## src/ilr_pkg.sv

```systemverilog
// Package for the interrupt line request configuration block
package ilr_pkg;

  localparam int NUM_LINES = 32;
  localparam int LINE_IDX_W = 5;
  localparam int ADDR_W = 12;

  // Register map: one word per line, then status block
  localparam logic [ADDR_W-1:0] LINE_BASE_ADDR = 12'h000;
  localparam logic [ADDR_W-1:0] EVT_STATUS_ADDR = 12'h100;
  localparam logic [ADDR_W-1:0] EVT_ENABLE_ADDR = 12'h104;
  localparam logic [ADDR_W-1:0] EVT_CLEAR_ADDR = 12'h108;

  // Field positions
  localparam int PENDING_BIT = 31;
  localparam int SOFT_SET_BIT = 30;
  localparam int SOFT_CLR_BIT = 29;
  localparam int WE_PRIO_BIT = 28;
  localparam int WE_TARGET_BIT = 27;
  localparam int WE_ENABLE_BIT = 26;
  localparam int WE_POL_BIT = 25;
  localparam int POL_BIT = 17;
  localparam int ENABLE_BIT = 16;
  localparam int TARGET_BIT = 8;
  localparam int PRIO_LSB = 0;
  localparam int PRIO_W = 4;

  // Reset values
  localparam logic RST_POL = 1'b0;
  localparam logic RST_ENABLE = 1'b0;
  localparam logic RST_TARGET = 1'b0;
  localparam logic [PRIO_W-1:0] RST_PRIO = 4'h0;
  localparam logic [NUM_LINES-1:0] RST_EVT = 32'h0000_0000;

  // AXI responses
  localparam logic [1:0] RESP_OKAY = 2'h0;
  localparam logic [1:0] RESP_SLVERR = 2'h2;

  typedef struct packed {
    logic polarity_low;
    logic enable;
    logic target_fast;
    logic [PRIO_W-1:0] priority_level;
  } ilr_cfg_t;

  typedef struct packed {
    logic valid;
    logic target_fast;
    logic [PRIO_W-1:0] priority_level;
  } ilr_req_t;

  typedef struct packed {
    logic wr;
    logic [31:0] wdata;
  } ilr_wr_t;

endpackage : ilr_pkg

```

## src/ilr_top.sv

```systemverilog
// Interrupt line request configuration block with AXI4-Lite slave
//
// Overview of operation
// - Every source line has its own independent configuration register.
// - Bit 31 shows whether the line has a request pending and ignores writes.
// - Writing one to bit 30 sets and to bit 29 clears the soft request; both read zero.
// - Bit 28 gates writes to the priority field.
// - Polarity, enable, target and priority change only when their gate bit is set in the same write.
// - Bit 26 gates writes to the enable field.
// - Bit 25 gates writes to the polarity field.
// - Bit 27 gates writes to the target field; zero leaves target unchanged.
// - All gate bits read back as zero.
// - Reserved bits read zero and software writes zeros to them.
// - Bit 17 set means the source is active low; reset gives active high.
// - Bit 16 enables the request; when zero the request is discarded.
// - Bit 8 routes the request to the fast input when one, normal input when zero.
// - The four-bit priority in bits 3..0 masks the request when zero.
// - Priority one is lowest and fifteen highest among competing requests.
`timescale 1ns/1ps
module ilr_top (
  input  wire logic                                  mclk,
  input  wire logic                                  rst,
  input  wire logic [ilr_pkg::NUM_LINES-1:0]         src_lines,
  input  wire logic [ilr_pkg::ADDR_W-1:0]            s_axi_awaddr,
  input  wire logic                                  s_axi_awvalid,
  output logic                                       s_axi_awready,
  input  wire logic [31:0]                           s_axi_wdata,
  input  wire logic [3:0]                            s_axi_wstrb,
  input  wire logic                                  s_axi_wvalid,
  output logic                                       s_axi_wready,
  output logic [1:0]                                 s_axi_bresp,
  output logic                                       s_axi_bvalid,
  input  wire logic                                  s_axi_bready,
  input  wire logic [ilr_pkg::ADDR_W-1:0]            s_axi_araddr,
  input  wire logic                                  s_axi_arvalid,
  output logic                                       s_axi_arready,
  output logic [31:0]                                s_axi_rdata,
  output logic [1:0]                                 s_axi_rresp,
  output logic                                       s_axi_rvalid,
  input  wire logic                                  s_axi_rready,
  output logic                                       irq_q,
  output logic                                       fast_req_q,
  output logic                                       normal_req_q,
  output logic [ilr_pkg::PRIO_W-1:0]                 fast_prio_q,
  output logic [ilr_pkg::PRIO_W-1:0]                 normal_prio_q,
  output logic [ilr_pkg::LINE_IDX_W-1:0]             fast_line_q,
  output logic [ilr_pkg::LINE_IDX_W-1:0]             normal_line_q
);

  localparam int N = ilr_pkg::NUM_LINES;

  // Word decode; is_line and line_of shared by both channels, is_evt by the write channel only
  function automatic logic is_line(input logic [ilr_pkg::ADDR_W-1:0] a);
    return a[ilr_pkg::ADDR_W-1:7] == ilr_pkg::LINE_BASE_ADDR[ilr_pkg::ADDR_W-1:7];
  endfunction : is_line

  function automatic logic [ilr_pkg::LINE_IDX_W-1:0] line_of(input logic [ilr_pkg::ADDR_W-1:0] a);
    return a[2 +: ilr_pkg::LINE_IDX_W];
  endfunction : line_of

  function automatic logic is_evt(input logic [ilr_pkg::ADDR_W-1:0] a);
    return a == ilr_pkg::EVT_STATUS_ADDR || a == ilr_pkg::EVT_ENABLE_ADDR || a == ilr_pkg::EVT_CLEAR_ADDR;
  endfunction : is_evt

  logic [N-1:0] src_sync;

  ilr_sync #(
    .W (N)
  ) u_sync (
    .mclk (mclk),
    .rst  (rst),
    .din  (src_lines),
    .dout (src_sync)
  );

  // Write channel: address and data taken in either order
  logic                       aw_held_q;
  logic                       w_held_q;
  logic [ilr_pkg::ADDR_W-1:0] awaddr_q;
  logic [31:0]                wdata_q;
  logic [3:0]                 wstrb_q;
  logic                       do_write;
  logic                       aw_take;
  logic                       w_take;
  logic                       ar_take;

  assign aw_take = s_axi_awvalid && s_axi_awready;
  assign w_take = s_axi_wvalid && s_axi_wready;
  assign ar_take = s_axi_arvalid && s_axi_arready;

  always_ff @(posedge mclk) begin
    if (rst) begin
      aw_held_q <= 1'b0;
      awaddr_q <= '0;
    end else if (aw_take) begin
      aw_held_q <= 1'b1;
      awaddr_q <= s_axi_awaddr;
    end else if (do_write) begin
      aw_held_q <= 1'b0;
    end
  end

  always_ff @(posedge mclk) begin
    if (rst) begin
      w_held_q <= 1'b0;
      wdata_q <= '0;
      wstrb_q <= '0;
    end else if (w_take) begin
      w_held_q <= 1'b1;
      wdata_q <= s_axi_wdata;
      wstrb_q <= s_axi_wstrb;
    end else if (do_write) begin
      w_held_q <= 1'b0;
    end
  end

  assign do_write = aw_held_q && w_held_q && !s_axi_bvalid;

  always_ff @(posedge mclk) begin
    if (rst) begin
      s_axi_awready <= 1'b0;
    end else begin
      s_axi_awready <= !aw_held_q && !aw_take && !s_axi_bvalid;
    end
  end

  always_ff @(posedge mclk) begin
    if (rst) begin
      s_axi_wready <= 1'b0;
    end else begin
      s_axi_wready <= !w_held_q && !w_take && !s_axi_bvalid;
    end
  end

  // Only full-word writes act, so gate bits and fields land together
  logic wr_full;
  logic wr_line;
  logic wr_known;
  logic wr_evt_clear;
  logic wr_evt_enable;

  assign wr_full = wstrb_q == 4'hf;
  assign wr_line = is_line(awaddr_q);
  assign wr_known = wr_line || is_evt(awaddr_q);
  assign wr_evt_clear = do_write && wr_full && awaddr_q == ilr_pkg::EVT_CLEAR_ADDR;
  assign wr_evt_enable = do_write && wr_full && awaddr_q == ilr_pkg::EVT_ENABLE_ADDR;

  always_ff @(posedge mclk) begin
    if (rst) begin
      s_axi_bvalid <= 1'b0;
    end else if (do_write) begin
      s_axi_bvalid <= 1'b1;
    end else if (s_axi_bready) begin
      s_axi_bvalid <= 1'b0;
    end
  end

  // Refused writes still answer, so a stray address cannot hang the master
  always_ff @(posedge mclk) begin
    if (rst) begin
      s_axi_bresp <= ilr_pkg::RESP_OKAY;
    end else if (do_write) begin
      s_axi_bresp <= wr_known ? ilr_pkg::RESP_OKAY : ilr_pkg::RESP_SLVERR;
    end
  end

  // Per-line registers
  logic [31:0]       line_rdata [N];
  ilr_pkg::ilr_req_t line_req   [N];
  logic [N-1:0]      pend_rise;

  for (genvar i = 0; i < N; i++) begin : g_line
    ilr_pkg::ilr_wr_t lw;
    assign lw.wr = do_write && wr_full && wr_line &&
                   line_of(awaddr_q) == ilr_pkg::LINE_IDX_W'(i);
    assign lw.wdata = wdata_q;
    ilr_line u_line (
      .mclk      (mclk),
      .rst       (rst),
      .src_level (src_sync[i]),
      .wr        (lw),
      .rdata     (line_rdata[i]),
      .req       (line_req[i]),
      .pend_rise (pend_rise[i])
    );
  end

  // Sticky pending-edge events; a new event beats a same-cycle clear
  logic [N-1:0] evt_q;
  logic [N-1:0] evt_en_q;

  always_ff @(posedge mclk) begin
    if (rst) begin
      evt_q <= ilr_pkg::RST_EVT;
    end else if (wr_evt_clear) begin
      evt_q <= (evt_q & ~wdata_q) | pend_rise;
    end else begin
      evt_q <= evt_q | pend_rise;
    end
  end

  always_ff @(posedge mclk) begin
    if (rst) begin
      evt_en_q <= ilr_pkg::RST_EVT;
    end else if (wr_evt_enable) begin
      evt_en_q <= wdata_q;
    end
  end

  always_ff @(posedge mclk) begin
    if (rst) begin
      irq_q <= 1'b0;
    end else begin
      irq_q <= |(evt_q & evt_en_q);
    end
  end

  // Read channel
  always_ff @(posedge mclk) begin
    if (rst) begin
      s_axi_arready <= 1'b0;
    end else begin
      s_axi_arready <= !s_axi_rvalid && !ar_take;
    end
  end

  // Read word picked ahead of the take so the answer is one flop deep
  logic [31:0] rd_word;
  logic        rd_err;

  always_comb begin
    rd_word = 32'h0000_0000;
    rd_err = 1'b0;
    if (is_line(s_axi_araddr)) begin
      rd_word = line_rdata[line_of(s_axi_araddr)];
    end else begin
      case (s_axi_araddr)
        ilr_pkg::EVT_STATUS_ADDR: begin
          rd_word = evt_q;
        end
        ilr_pkg::EVT_ENABLE_ADDR: begin
          rd_word = evt_en_q;
        end
        ilr_pkg::EVT_CLEAR_ADDR: begin
          rd_word = 32'h0000_0000;
        end
        default: begin
          rd_err = 1'b1;
        end
      endcase
    end
  end

  always_ff @(posedge mclk) begin
    if (rst) begin
      s_axi_rvalid <= 1'b0;
    end else if (ar_take) begin
      s_axi_rvalid <= 1'b1;
    end else if (s_axi_rready) begin
      s_axi_rvalid <= 1'b0;
    end
  end

  always_ff @(posedge mclk) begin
    if (rst) begin
      s_axi_rdata <= '0;
      s_axi_rresp <= ilr_pkg::RESP_OKAY;
    end else if (ar_take) begin
      s_axi_rdata <= rd_word;
      s_axi_rresp <= rd_err ? ilr_pkg::RESP_SLVERR : ilr_pkg::RESP_OKAY;
    end
  end

  // Highest priority per target; lowest line index wins a tie
  logic                           f_v;
  logic                           n_v;
  logic [ilr_pkg::PRIO_W-1:0]     f_p;
  logic [ilr_pkg::PRIO_W-1:0]     n_p;
  logic [ilr_pkg::LINE_IDX_W-1:0] f_l;
  logic [ilr_pkg::LINE_IDX_W-1:0] n_l;

  // Strictly higher only, so the earlier line keeps a tie
  function automatic logic beats(input logic                       have,
                                 input logic [ilr_pkg::PRIO_W-1:0] p,
                                 input logic [ilr_pkg::PRIO_W-1:0] best);
    return !have || p > best;
  endfunction : beats

  always_comb begin
    f_v = 1'b0;
    f_p = '0;
    f_l = '0;
    for (int i = 0; i < N; i++) begin
      if (line_req[i].valid && line_req[i].target_fast) begin
        if (beats(f_v, line_req[i].priority_level, f_p)) begin
          f_v = 1'b1;
          f_p = line_req[i].priority_level;
          f_l = ilr_pkg::LINE_IDX_W'(i);
        end
      end
    end
  end

  always_comb begin
    n_v = 1'b0;
    n_p = '0;
    n_l = '0;
    for (int i = 0; i < N; i++) begin
      if (line_req[i].valid && !line_req[i].target_fast) begin
        if (beats(n_v, line_req[i].priority_level, n_p)) begin
          n_v = 1'b1;
          n_p = line_req[i].priority_level;
          n_l = ilr_pkg::LINE_IDX_W'(i);
        end
      end
    end
  end

  always_ff @(posedge mclk) begin
    if (rst) begin
      fast_req_q <= 1'b0;
      fast_prio_q <= '0;
      fast_line_q <= '0;
    end else begin
      fast_req_q <= f_v;
      fast_prio_q <= f_p;
      fast_line_q <= f_l;
    end
  end

  always_ff @(posedge mclk) begin
    if (rst) begin
      normal_req_q <= 1'b0;
      normal_prio_q <= '0;
      normal_line_q <= '0;
    end else begin
      normal_req_q <= n_v;
      normal_prio_q <= n_p;
      normal_line_q <= n_l;
    end
  end

endmodule : ilr_top

```

## src/ilr_line.sv

```systemverilog
// One interrupt line: config register, soft request, qualified request
`timescale 1ns/1ps
module ilr_line (
  input  wire logic              mclk,
  input  wire logic              rst,
  input  wire logic              src_level,
  input  wire ilr_pkg::ilr_wr_t  wr,
  output logic [31:0]            rdata,
  output ilr_pkg::ilr_req_t      req,
  output logic                   pend_rise
);

  ilr_pkg::ilr_cfg_t cfg_q;
  logic              soft_q;
  logic              pend_q;
  logic              pending;

  always_ff @(posedge mclk) begin
    if (rst) begin
      cfg_q.polarity_low <= ilr_pkg::RST_POL;
      cfg_q.enable <= ilr_pkg::RST_ENABLE;
      cfg_q.target_fast <= ilr_pkg::RST_TARGET;
      cfg_q.priority_level <= ilr_pkg::RST_PRIO;
    end else if (wr.wr) begin
      if (wr.wdata[ilr_pkg::WE_POL_BIT]) begin
        cfg_q.polarity_low <= wr.wdata[ilr_pkg::POL_BIT];
      end
      if (wr.wdata[ilr_pkg::WE_ENABLE_BIT]) begin
        cfg_q.enable <= wr.wdata[ilr_pkg::ENABLE_BIT];
      end
      if (wr.wdata[ilr_pkg::WE_TARGET_BIT]) begin
        cfg_q.target_fast <= wr.wdata[ilr_pkg::TARGET_BIT];
      end
      if (wr.wdata[ilr_pkg::WE_PRIO_BIT]) begin
        cfg_q.priority_level <= wr.wdata[ilr_pkg::PRIO_LSB +: ilr_pkg::PRIO_W];
      end
    end
  end

  // Clear wins if both set and clear are written together
  always_ff @(posedge mclk) begin
    if (rst) begin
      soft_q <= 1'b0;
    end else if (wr.wr && wr.wdata[ilr_pkg::SOFT_CLR_BIT]) begin
      soft_q <= 1'b0;
    end else if (wr.wr && wr.wdata[ilr_pkg::SOFT_SET_BIT]) begin
      soft_q <= 1'b1;
    end
  end

  assign pending = (src_level ^ cfg_q.polarity_low) | soft_q;

  always_ff @(posedge mclk) begin
    if (rst) begin
      pend_q <= 1'b0;
    end else begin
      pend_q <= pending;
    end
  end

  assign pend_rise = pending & ~pend_q;

  // Gates, write gates and reserved bits read zero
  always_comb begin
    rdata = 32'h0000_0000;
    rdata[ilr_pkg::PENDING_BIT] = pending;
    rdata[ilr_pkg::POL_BIT] = cfg_q.polarity_low;
    rdata[ilr_pkg::ENABLE_BIT] = cfg_q.enable;
    rdata[ilr_pkg::TARGET_BIT] = cfg_q.target_fast;
    rdata[ilr_pkg::PRIO_LSB +: ilr_pkg::PRIO_W] = cfg_q.priority_level;
  end

  always_comb begin
    req.valid = pending && cfg_q.enable && (cfg_q.priority_level != '0);
    req.target_fast = cfg_q.target_fast;
    req.priority_level = cfg_q.priority_level;
  end

endmodule : ilr_line

```

## src/ilr_sync.sv

```systemverilog
// Three-stage synchroniser with second/third agreement
`timescale 1ns/1ps
module ilr_sync #(
  parameter int W = 32
) (
  input  wire logic         mclk,
  input  wire logic         rst,
  input  wire logic [W-1:0] din,
  output logic [W-1:0]      dout
);

  logic [W-1:0] s1_q;
  logic [W-1:0] s2_q;
  logic [W-1:0] s3_q;

  always_ff @(posedge mclk) begin
    if (rst) begin
      s1_q <= '0;
      s2_q <= '0;
      s3_q <= '0;
      dout <= '0;
    end else begin
      s1_q <= din;
      s2_q <= s1_q;
      s3_q <= s2_q;
      // Change accepted only when the last two stages agree
      dout <= (s2_q & s3_q) | (dout & (s2_q | s3_q));
    end
  end

endmodule : ilr_sync

```

## config.mk

```make
export PLATFORM = sky130hd
export DESIGN_NAME = ilr_top
export DESIGN_NICKNAME = d
export VERILOG_FILES = /design/src/ilr_pkg.sv /design/src/ilr_top.sv /design/src/ilr_line.sv /design/src/ilr_sync.sv
export SDC_FILE = /design/constraint.sdc
export NUM_CORES = 2
export LEC_CHECK = 0
export BUFFER_PORTS_ARGS = -buffer_cell sky130_fd_sc_hd__buf_2
export CAP_MARGIN = 10
export CORE_MARGIN = 5
export CORE_UTILIZATION = 63
export DETAILED_ROUTE_END_ITERATION = 12
export PLACE_DENSITY = 0.82
export SLEW_MARGIN = 20
export SYNTH_ARGS = -nofsm -noshare
export SYNTH_HDL_FRONTEND = slang
export SYNTH_SLANG_ARGS = --single-unit
```

## constraint.sdc

```tcl
create_clock -name mclk -period 104.1 [get_ports mclk]
set_input_delay 0 -clock mclk [delete_from_list [all_inputs] [get_ports mclk]]
set_output_delay 0 -clock mclk [all_outputs]
set_load 0.02 [all_outputs]
```

* Word level (Yosys, flattened, before mapping) *
Index checks and enable logic that the tools add are counted.

word-level totals
  output and inout bits = 62
  bits in registers = 592
  input port bits = 99

cells by class
  magnitude comparators = 63
  reduce and logical (&&, ||, !) cells = 605
  bitwise gates (word level) = 138
  eq/ne operators = 38
  mux-type cells = 393

operators by type and width
  operator                                                                number
  5-bit 2-to-1 mux                                                        120
  4-bit 2-to-1 mux                                                        126
  2-bit AND reduction                                                     128
  4-bit greater-than comparator                                           62
  1-bit logical AND                                                       238
  32-bit binary-select mux with 5-bit select                              1
  1-bit 2-to-1 mux                                                        139
  32-bit bitwise AND                                                      4
  32-bit 2-to-1 mux                                                       4
  32-bit bitwise OR                                                       4
  4-bit nonzero test                                                      32
  1-bit zero test                                                         101
  5-bit equality test, second input constant                              16
  12-bit by 9-bit equality test with 1-bit output, second input constant  6
  1-bit logical OR                                                        65
  32-bit one-hot mux with 2 select lines                                  1
  2-bit OR reduction                                                      32
  5-bit by 4-bit equality test with 1-bit output, second input constant   8
  1-bit bitwise AND                                                       32
  1-bit NOT                                                               32
  32-bit NOT                                                              1
  1-bit bitwise OR                                                        32
  32-bit OR reduction                                                     1
  1-bit XOR                                                               32
  other kinds (10)                                                        20

* Logic depth before layout (Yosys ltp) *
  word-level depth = 130
  gate-level depth with buffers = 287
  mapped depth without buffers = 282

* Modules after synthesis *
Synthesis repeated with hierarchy kept, for this count alone.

unflattened totals
  cell total of the unflattened synthesis = 5978
  area, all modules = 51775.9 um2

by module, submodules not included
  module    area an instance (um2)  times used  cells each
  ilr_top   27701.6                 1           3276
  ilr_line  636.9                   32          74
  ilr_sync  3694.8                  1           334

* Worst setup path before layout *
OpenSTA, ideal clock, no wires.

  path kind = register -> register
  from = register g_line[0].u_line.cfg_q, in the netlist g_line[0].u_line.rdata[3]
  to = register normal_line_q[4] (netlist name)
  cell stages (with the launch flop) = 251
  arrival = 46.189 ns
  slack = 57.779 ns
  path buffers = 13
  cell sequence = dfxtp_1 buf_6 o41a_1 o211a_1 buf_6 and2_1 inv_1 ha_1 and3b_1 a2111oi_0 o21ai_0 a32oi_1 ha_1 nand4_1 o21ai_0 a21o_1 a21o_1 clkbuf_1 [215 not listed] nand2b_1 a21oi_1 a41o_1 nand2_1 nand2_1 and3_1 a211oi_1 ha_1 nor2b_1 o21ai_0 nand2b_1 a21oi_1 a41o_1 nand2_1 nand2_1 nand2_1 nor4_1 a21oi_1

between the ends
  cells in the longest elaborated chain, start to end = 128
  elaborated cells on any way between the ends = 276
  those cells by class = order compare (31); mux (180); reduce/logical (65)

ends and longest elaborated chain
  what                                                                     line            text
  start, declared                                                          ilr_line.sv:13  ilr_pkg::ilr_cfg_t cfg_q;
  4-bit nonzero test                                                       ilr_line.sv:74  req.valid = pending && cfg_q.enable && (cfg_q.priority_level != '0);
  1-bit logical AND                                                        ilr_line.sv:74
  1-bit logical AND                                                        ilr_top.sv:309  if (line_req[i].valid && !line_req[i].target_fast) begin
  4-bit 2-to-1 mux / 1-bit 2-to-1 mux (equally long branches)              ilr_top.sv:309
  4-bit greater-than comparator / 1-bit zero test (equally long branches)  ilr_top.sv:286  return !have || p > best;
  1-bit logical OR                                                         ilr_top.sv:286
  4-bit 2-to-1 mux / 1-bit 2-to-1 mux (equally long branches)              ilr_top.sv:310  if (beats(n_v, line_req[i].priority_level, n_p)) begin
  4-bit 2-to-1 mux / 1-bit 2-to-1 mux (equally long branches)              ilr_top.sv:309
  [112 not listed]                                                         -
  4-bit greater-than comparator / 1-bit zero test (equally long branches)  ilr_top.sv:286
  1-bit logical OR                                                         ilr_top.sv:286
  4-bit 2-to-1 mux / 1-bit 2-to-1 mux (equally long branches)              ilr_top.sv:310
  4-bit 2-to-1 mux / 1-bit 2-to-1 mux (equally long branches)              ilr_top.sv:309
  4-bit greater-than comparator / 1-bit zero test (equally long branches)  ilr_top.sv:286
  1-bit logical OR                                                         ilr_top.sv:286
  5-bit 2-to-1 mux                                                         ilr_top.sv:310
  5-bit 2-to-1 mux *                                                       ilr_top.sv:309
  end signal, assigned                                                     ilr_top.sv:339  normal_line_q <= n_l;
  end, declared                                                            ilr_top.sv:47   output logic [ilr_pkg::LINE_IDX_W-1:0] normal_line_q

Every way passes the cells marked *; elsewhere a longest branch is shown, timed or not.
A chain may end at the register's enable or synchronous reset.

* Final worst setup path *
  from = register g_line[0].u_line.cfg_q, in the netlist g_line[0].u_line.rdata[3]
  to = register fast_line_q[4] (netlist name)

between the ends
  cells in the longest elaborated chain, start to end = 128
  elaborated cells on any way between the ends = 276
  those cells by class = order compare (31); mux (180); reduce/logical (65)

ends and longest elaborated chain
  what                                                                     line            text
  4-bit nonzero test                                                       ilr_line.sv:74
  1-bit logical AND                                                        ilr_line.sv:74
  1-bit logical AND                                                        ilr_top.sv:294  if (line_req[i].valid && line_req[i].target_fast) begin
  4-bit 2-to-1 mux / 1-bit 2-to-1 mux (equally long branches)              ilr_top.sv:294
  4-bit greater-than comparator / 1-bit zero test (equally long branches)  ilr_top.sv:286
  1-bit logical OR                                                         ilr_top.sv:286
  4-bit 2-to-1 mux / 1-bit 2-to-1 mux (equally long branches)              ilr_top.sv:295  if (beats(f_v, line_req[i].priority_level, f_p)) begin
  4-bit 2-to-1 mux / 1-bit 2-to-1 mux (equally long branches)              ilr_top.sv:294
  [112 not listed]                                                         -
  4-bit greater-than comparator / 1-bit zero test (equally long branches)  ilr_top.sv:286
  1-bit logical OR                                                         ilr_top.sv:286
  4-bit 2-to-1 mux / 1-bit 2-to-1 mux (equally long branches)              ilr_top.sv:295
  4-bit 2-to-1 mux / 1-bit 2-to-1 mux (equally long branches)              ilr_top.sv:294
  4-bit greater-than comparator / 1-bit zero test (equally long branches)  ilr_top.sv:286
  1-bit logical OR                                                         ilr_top.sv:286
  5-bit 2-to-1 mux                                                         ilr_top.sv:295
  5-bit 2-to-1 mux *                                                       ilr_top.sv:294
  end signal, assigned                                                     ilr_top.sv:327  fast_line_q <= f_l;
  end, declared                                                            ilr_top.sv:46   output logic [ilr_pkg::LINE_IDX_W-1:0] fast_line_q,

Marked as above.

==> impl_metrics.tcl <==
set metrics [dict create \
    fillers 4369 \
    detail-route-antenna-nets 0 \
    fmax_mhz 18.20 \
    finalMaxSlewViolations 0 \
    final_common_cell "nand2_1" \
    finalHoldViolCount 0 \
    finalSetupViolations 0 \
    ys_ff_latch 590 \
    grt_pass1_wl_um 191300 \
    grt_usage_pct 36.71 \
    worstSetupEndpoint "fast_line_q[4]" \
    clkTransAtPathRegs_ns 0.07 \
    fin_worst_skew_ns 0.03579 \
    die_area_sq_um 63380 \
    cts.sinks 590 \
    place_hpwl_um 83370 \
    drt-total-wl_um 123400 \
    rrSetupSlack_ns 49.15 \
    vias 37890 \
    crit_arrival_ns 55.37 \
    rr_startpoint "g_line[0].u_line.rdata[3]" \
    synth_area_leaders "dfxtp_1 32%, a21oi_1 8.6%, nand2_1 8.0%" \
    powerDensity_nw_per_um2 11.50 \
    syn_area_per_cell_sq_um 7.697 \
    die_width_um 251.8 \
    hp-class "in2reg" \
    die_h_um 251.8 \
    row_count 88 \
    worst_pin_slew_ns 1.258 \
    port_buffers 158 \
    mostFrequentLayoutCells "787 x nand2_1, 632 x a21oi_1, 582 x dfxtp_1" \
    worstPathMaxFanout 12 \
    cts_resized 0 \
    synth_top_area_share_pct 32.08 \
    grt_pass1_vias 34960 \
    cp.buffers_inverters 12 \
    clock_latency_ns 0.61 \
    rsz0062_at_grt "false" \
    synth_edf_count 0 \
    rr_endpoint "fast_line_q[4]" \
    end_kind "register" \
    syn-cell-area_sq_um 36820 \
    viasPerCell 6.655 \
    gr-total-overflow 0 \
    place.gp.congestion 1.012 \
    cap_violations 0 \
    yosys_most_used_dff "dfxtp_1" \
    area_growth_pct 11.39 \
    cts_tree "done" \
    drt_pass1_iterations 8 \
    regArea_sq_um 11820 \
    cp_slowest_cell "a21oi_1" \
    dp.cells 5471 \
    drive_above_1_share_pct 9.355 \
    ys_seq_area_share_pct 32.08 \
    vdd_drop_max_mv 0.01922 \
    synth_cell_types 103 \
    cts_max_path_buffers 3 \
    reg2reg_depth 253 \
    fin_crit_sh_pct 52.78 \
    antennaDiodeCount 0 \
    post_synth_inst_count 4784 \
    crit_path_start "g_line[0].u_line.rdata[3]" \
    critical-path-top-delay-family "compound AO/OA/AOI/OAI gates" \
    cts_root_buffer "clkbuf_16" \
    start_util_pct 63.70 \
    cp_num_cells 253 \
    grt_max_degree 238 \
    htree_num_levels 2 \
    cp-start-kind "register" \
    yosysWarningCount 0 \
    p_leak_nw 15.64 \
    ioPinCount 161 \
    multi_input_area_sq_um 23310 \
    dr.first_iter.drc_count 5170 \
    cts_buffers 53 \
    fin_crit_ns 54.95 \
    timing.final.ws_setup_ns 49.15 \
    critPathMaxStageDelay_ns 0.67 \
    ys_async_sr_fraction_pct 0 \
    crit_top_cell "a21oi_1" \
    yosysTopAreaCell "dfxtp_1" \
    avgRoutedWirePerCell_um 21.67 \
    core-area_sq_um 57810 \
    drc 0 \
    p_total_w 0.0004716 \
    path_class "reg2reg" \
    status "completed" \
    max_slew_margin_pct 16.15 \
    crit_required_ns 104.53 \
    setup_tns_ns 0 \
    stdcell_count 5693 \
    finalNetCount 5188 \
    place_ws_ns 50.54 \
    antenna_found_initial 1 \
]
worst min path at each step:
stage	startpoint	end	slack [ns]	depth (start not counted)
after floorplan	src_lines[0]	u_sync.s1_q[0]	0.13	1
after global placement	src_lines[6]	u_sync.s1_q[6]	0.21	2
after detailed placement	src_lines[23]	u_sync.s1_q[23]	0.21	2
after CTS	s_axi_wvalid	wdata_q[17]	0.0005	5
after global routing	s_axi_wvalid	wdata_q[7]	0.07	5
final	s_axi_wvalid	wdata_q[30]	0.05	5
what timing repair did:
| item | 4_1_cts | 5_1_grt |
|---|---|---|
| hold buffers | 122 | 0 |
| setup buffers | 0 | 0 |
| hold endpoints to repair | 110 | 0 |
final cells by class:
type	count	area share (%)
Clock buffer	74	3.718
Clock inverter	26	1.007
Inverter	181	1.656
Multi-Input combinational cell	3741	56.82
Sequential cell	590	28.83
Tap cell	765	2.334
Timing Repair Buffer	316	5.640
synth_stat cells, types with 18 or more instances:
cell type  count
nand2b_1      38
ha_1         206
o21a_1        43
inv_1        181
a31oi_1       25
o21ai_0      184
buf_1         26
a211oi_1      61
o211ai_1      48
mux2_2        31
mux2i_1       77
a21o_1        40
and3_1        31
a22oi_1       26
dfxtp_1      590
and2_1        42
nor3_1        83
nand3_1      317
nor2b_1      138
o211a_1       24
a21oi_1      632
o22ai_1       18
o31ai_1       28
nand4_1       21
xor2_1        30
clkbuf_1     240
nor4_1        21
nor2_1       388
mux4_2        80
nand2_1      788
where the power goes:
group          switching, W  internal (W)
logic             0.0000149    0.00000884
registers        0.00000390      0.000229
clock network     0.0000914      0.000124
total              0.000110      0.000361
layer usage:
metal  up-vias  part of all wire, %  wire length, um  GRT usage [%]
li1      17380                    -                -              -
met3       410                   13            15960          7.845
met4         0                  4.5             5522          13.55
met2      2493                   43            53030          56.80
met5         -                    0                0              0
met1     17600                   40            48840          50.89
kinds of logic (layout without fill, tap and decap cells):
logic type | Yosys count | after routing | share of synthesized area, %
compound gates | 1350 | 1350 | 23.03
xor+xnor | 32 | 32 | 0.7611
fa+ha+maj | 215 | 215 | 7.244
buf+inv | 454 | 597 | 4.699
flops | 590 | 590 | 32.08
mux | 190 | 190 | 8.016
other cells | 1 | 2 | 0.01018
simple gates | 1952 | 1952 | 24.17
worst register-to-register path: cells and delay by family (launching register included):
kind | cells | cell delay [ns]
buffers and inverters | 12 | 1.31
adder cells (fa/ha/maj) | 35 | 10.32
flip-flops | 1 | 0.40
multiplexers | 14 | 3.66
AO/OA/AOI/OAI | 136 | 29.41
AND/OR/NAND/NOR | 56 | 9.64
metrics by stage:
| stage | util (%) | hold WS [ns] | cell area (sq um) |
|---|---|---|---|
| after global placement | 65.48 | 0.2068 | 37850 |
| after floorplan | - | 0.1282 | 36830 |
| after global routing | 70.96 | 0.07044 | 41020 |
| final | 70.96 | 0.05177 | 41020 |
| after detailed placement | 65.48 | 0.2117 | 37850 |
| after CTS | 70.95 | 0.0005136 | 41010 |
flip-flops by register name, summed over array words and instances, names as in the netlist, 4 cells and up:
register,cells
g_line.u_line.rdata,224
evt_en_q,32
evt_q,32
g_line.u_line.pend_q,32
g_line.u_line.soft_q,32
s_axi_rdata,32
u_sync.dout,32
u_sync.s1_q,32
u_sync.s2_q,32
u_sync.s3_q,32
wdata_q,32
awaddr_q,12
fast_line_q,5
normal_line_q,5
fast_prio_q,4
normal_prio_q,4
wstrb_q,4
(Power assumes the default switching activity.)
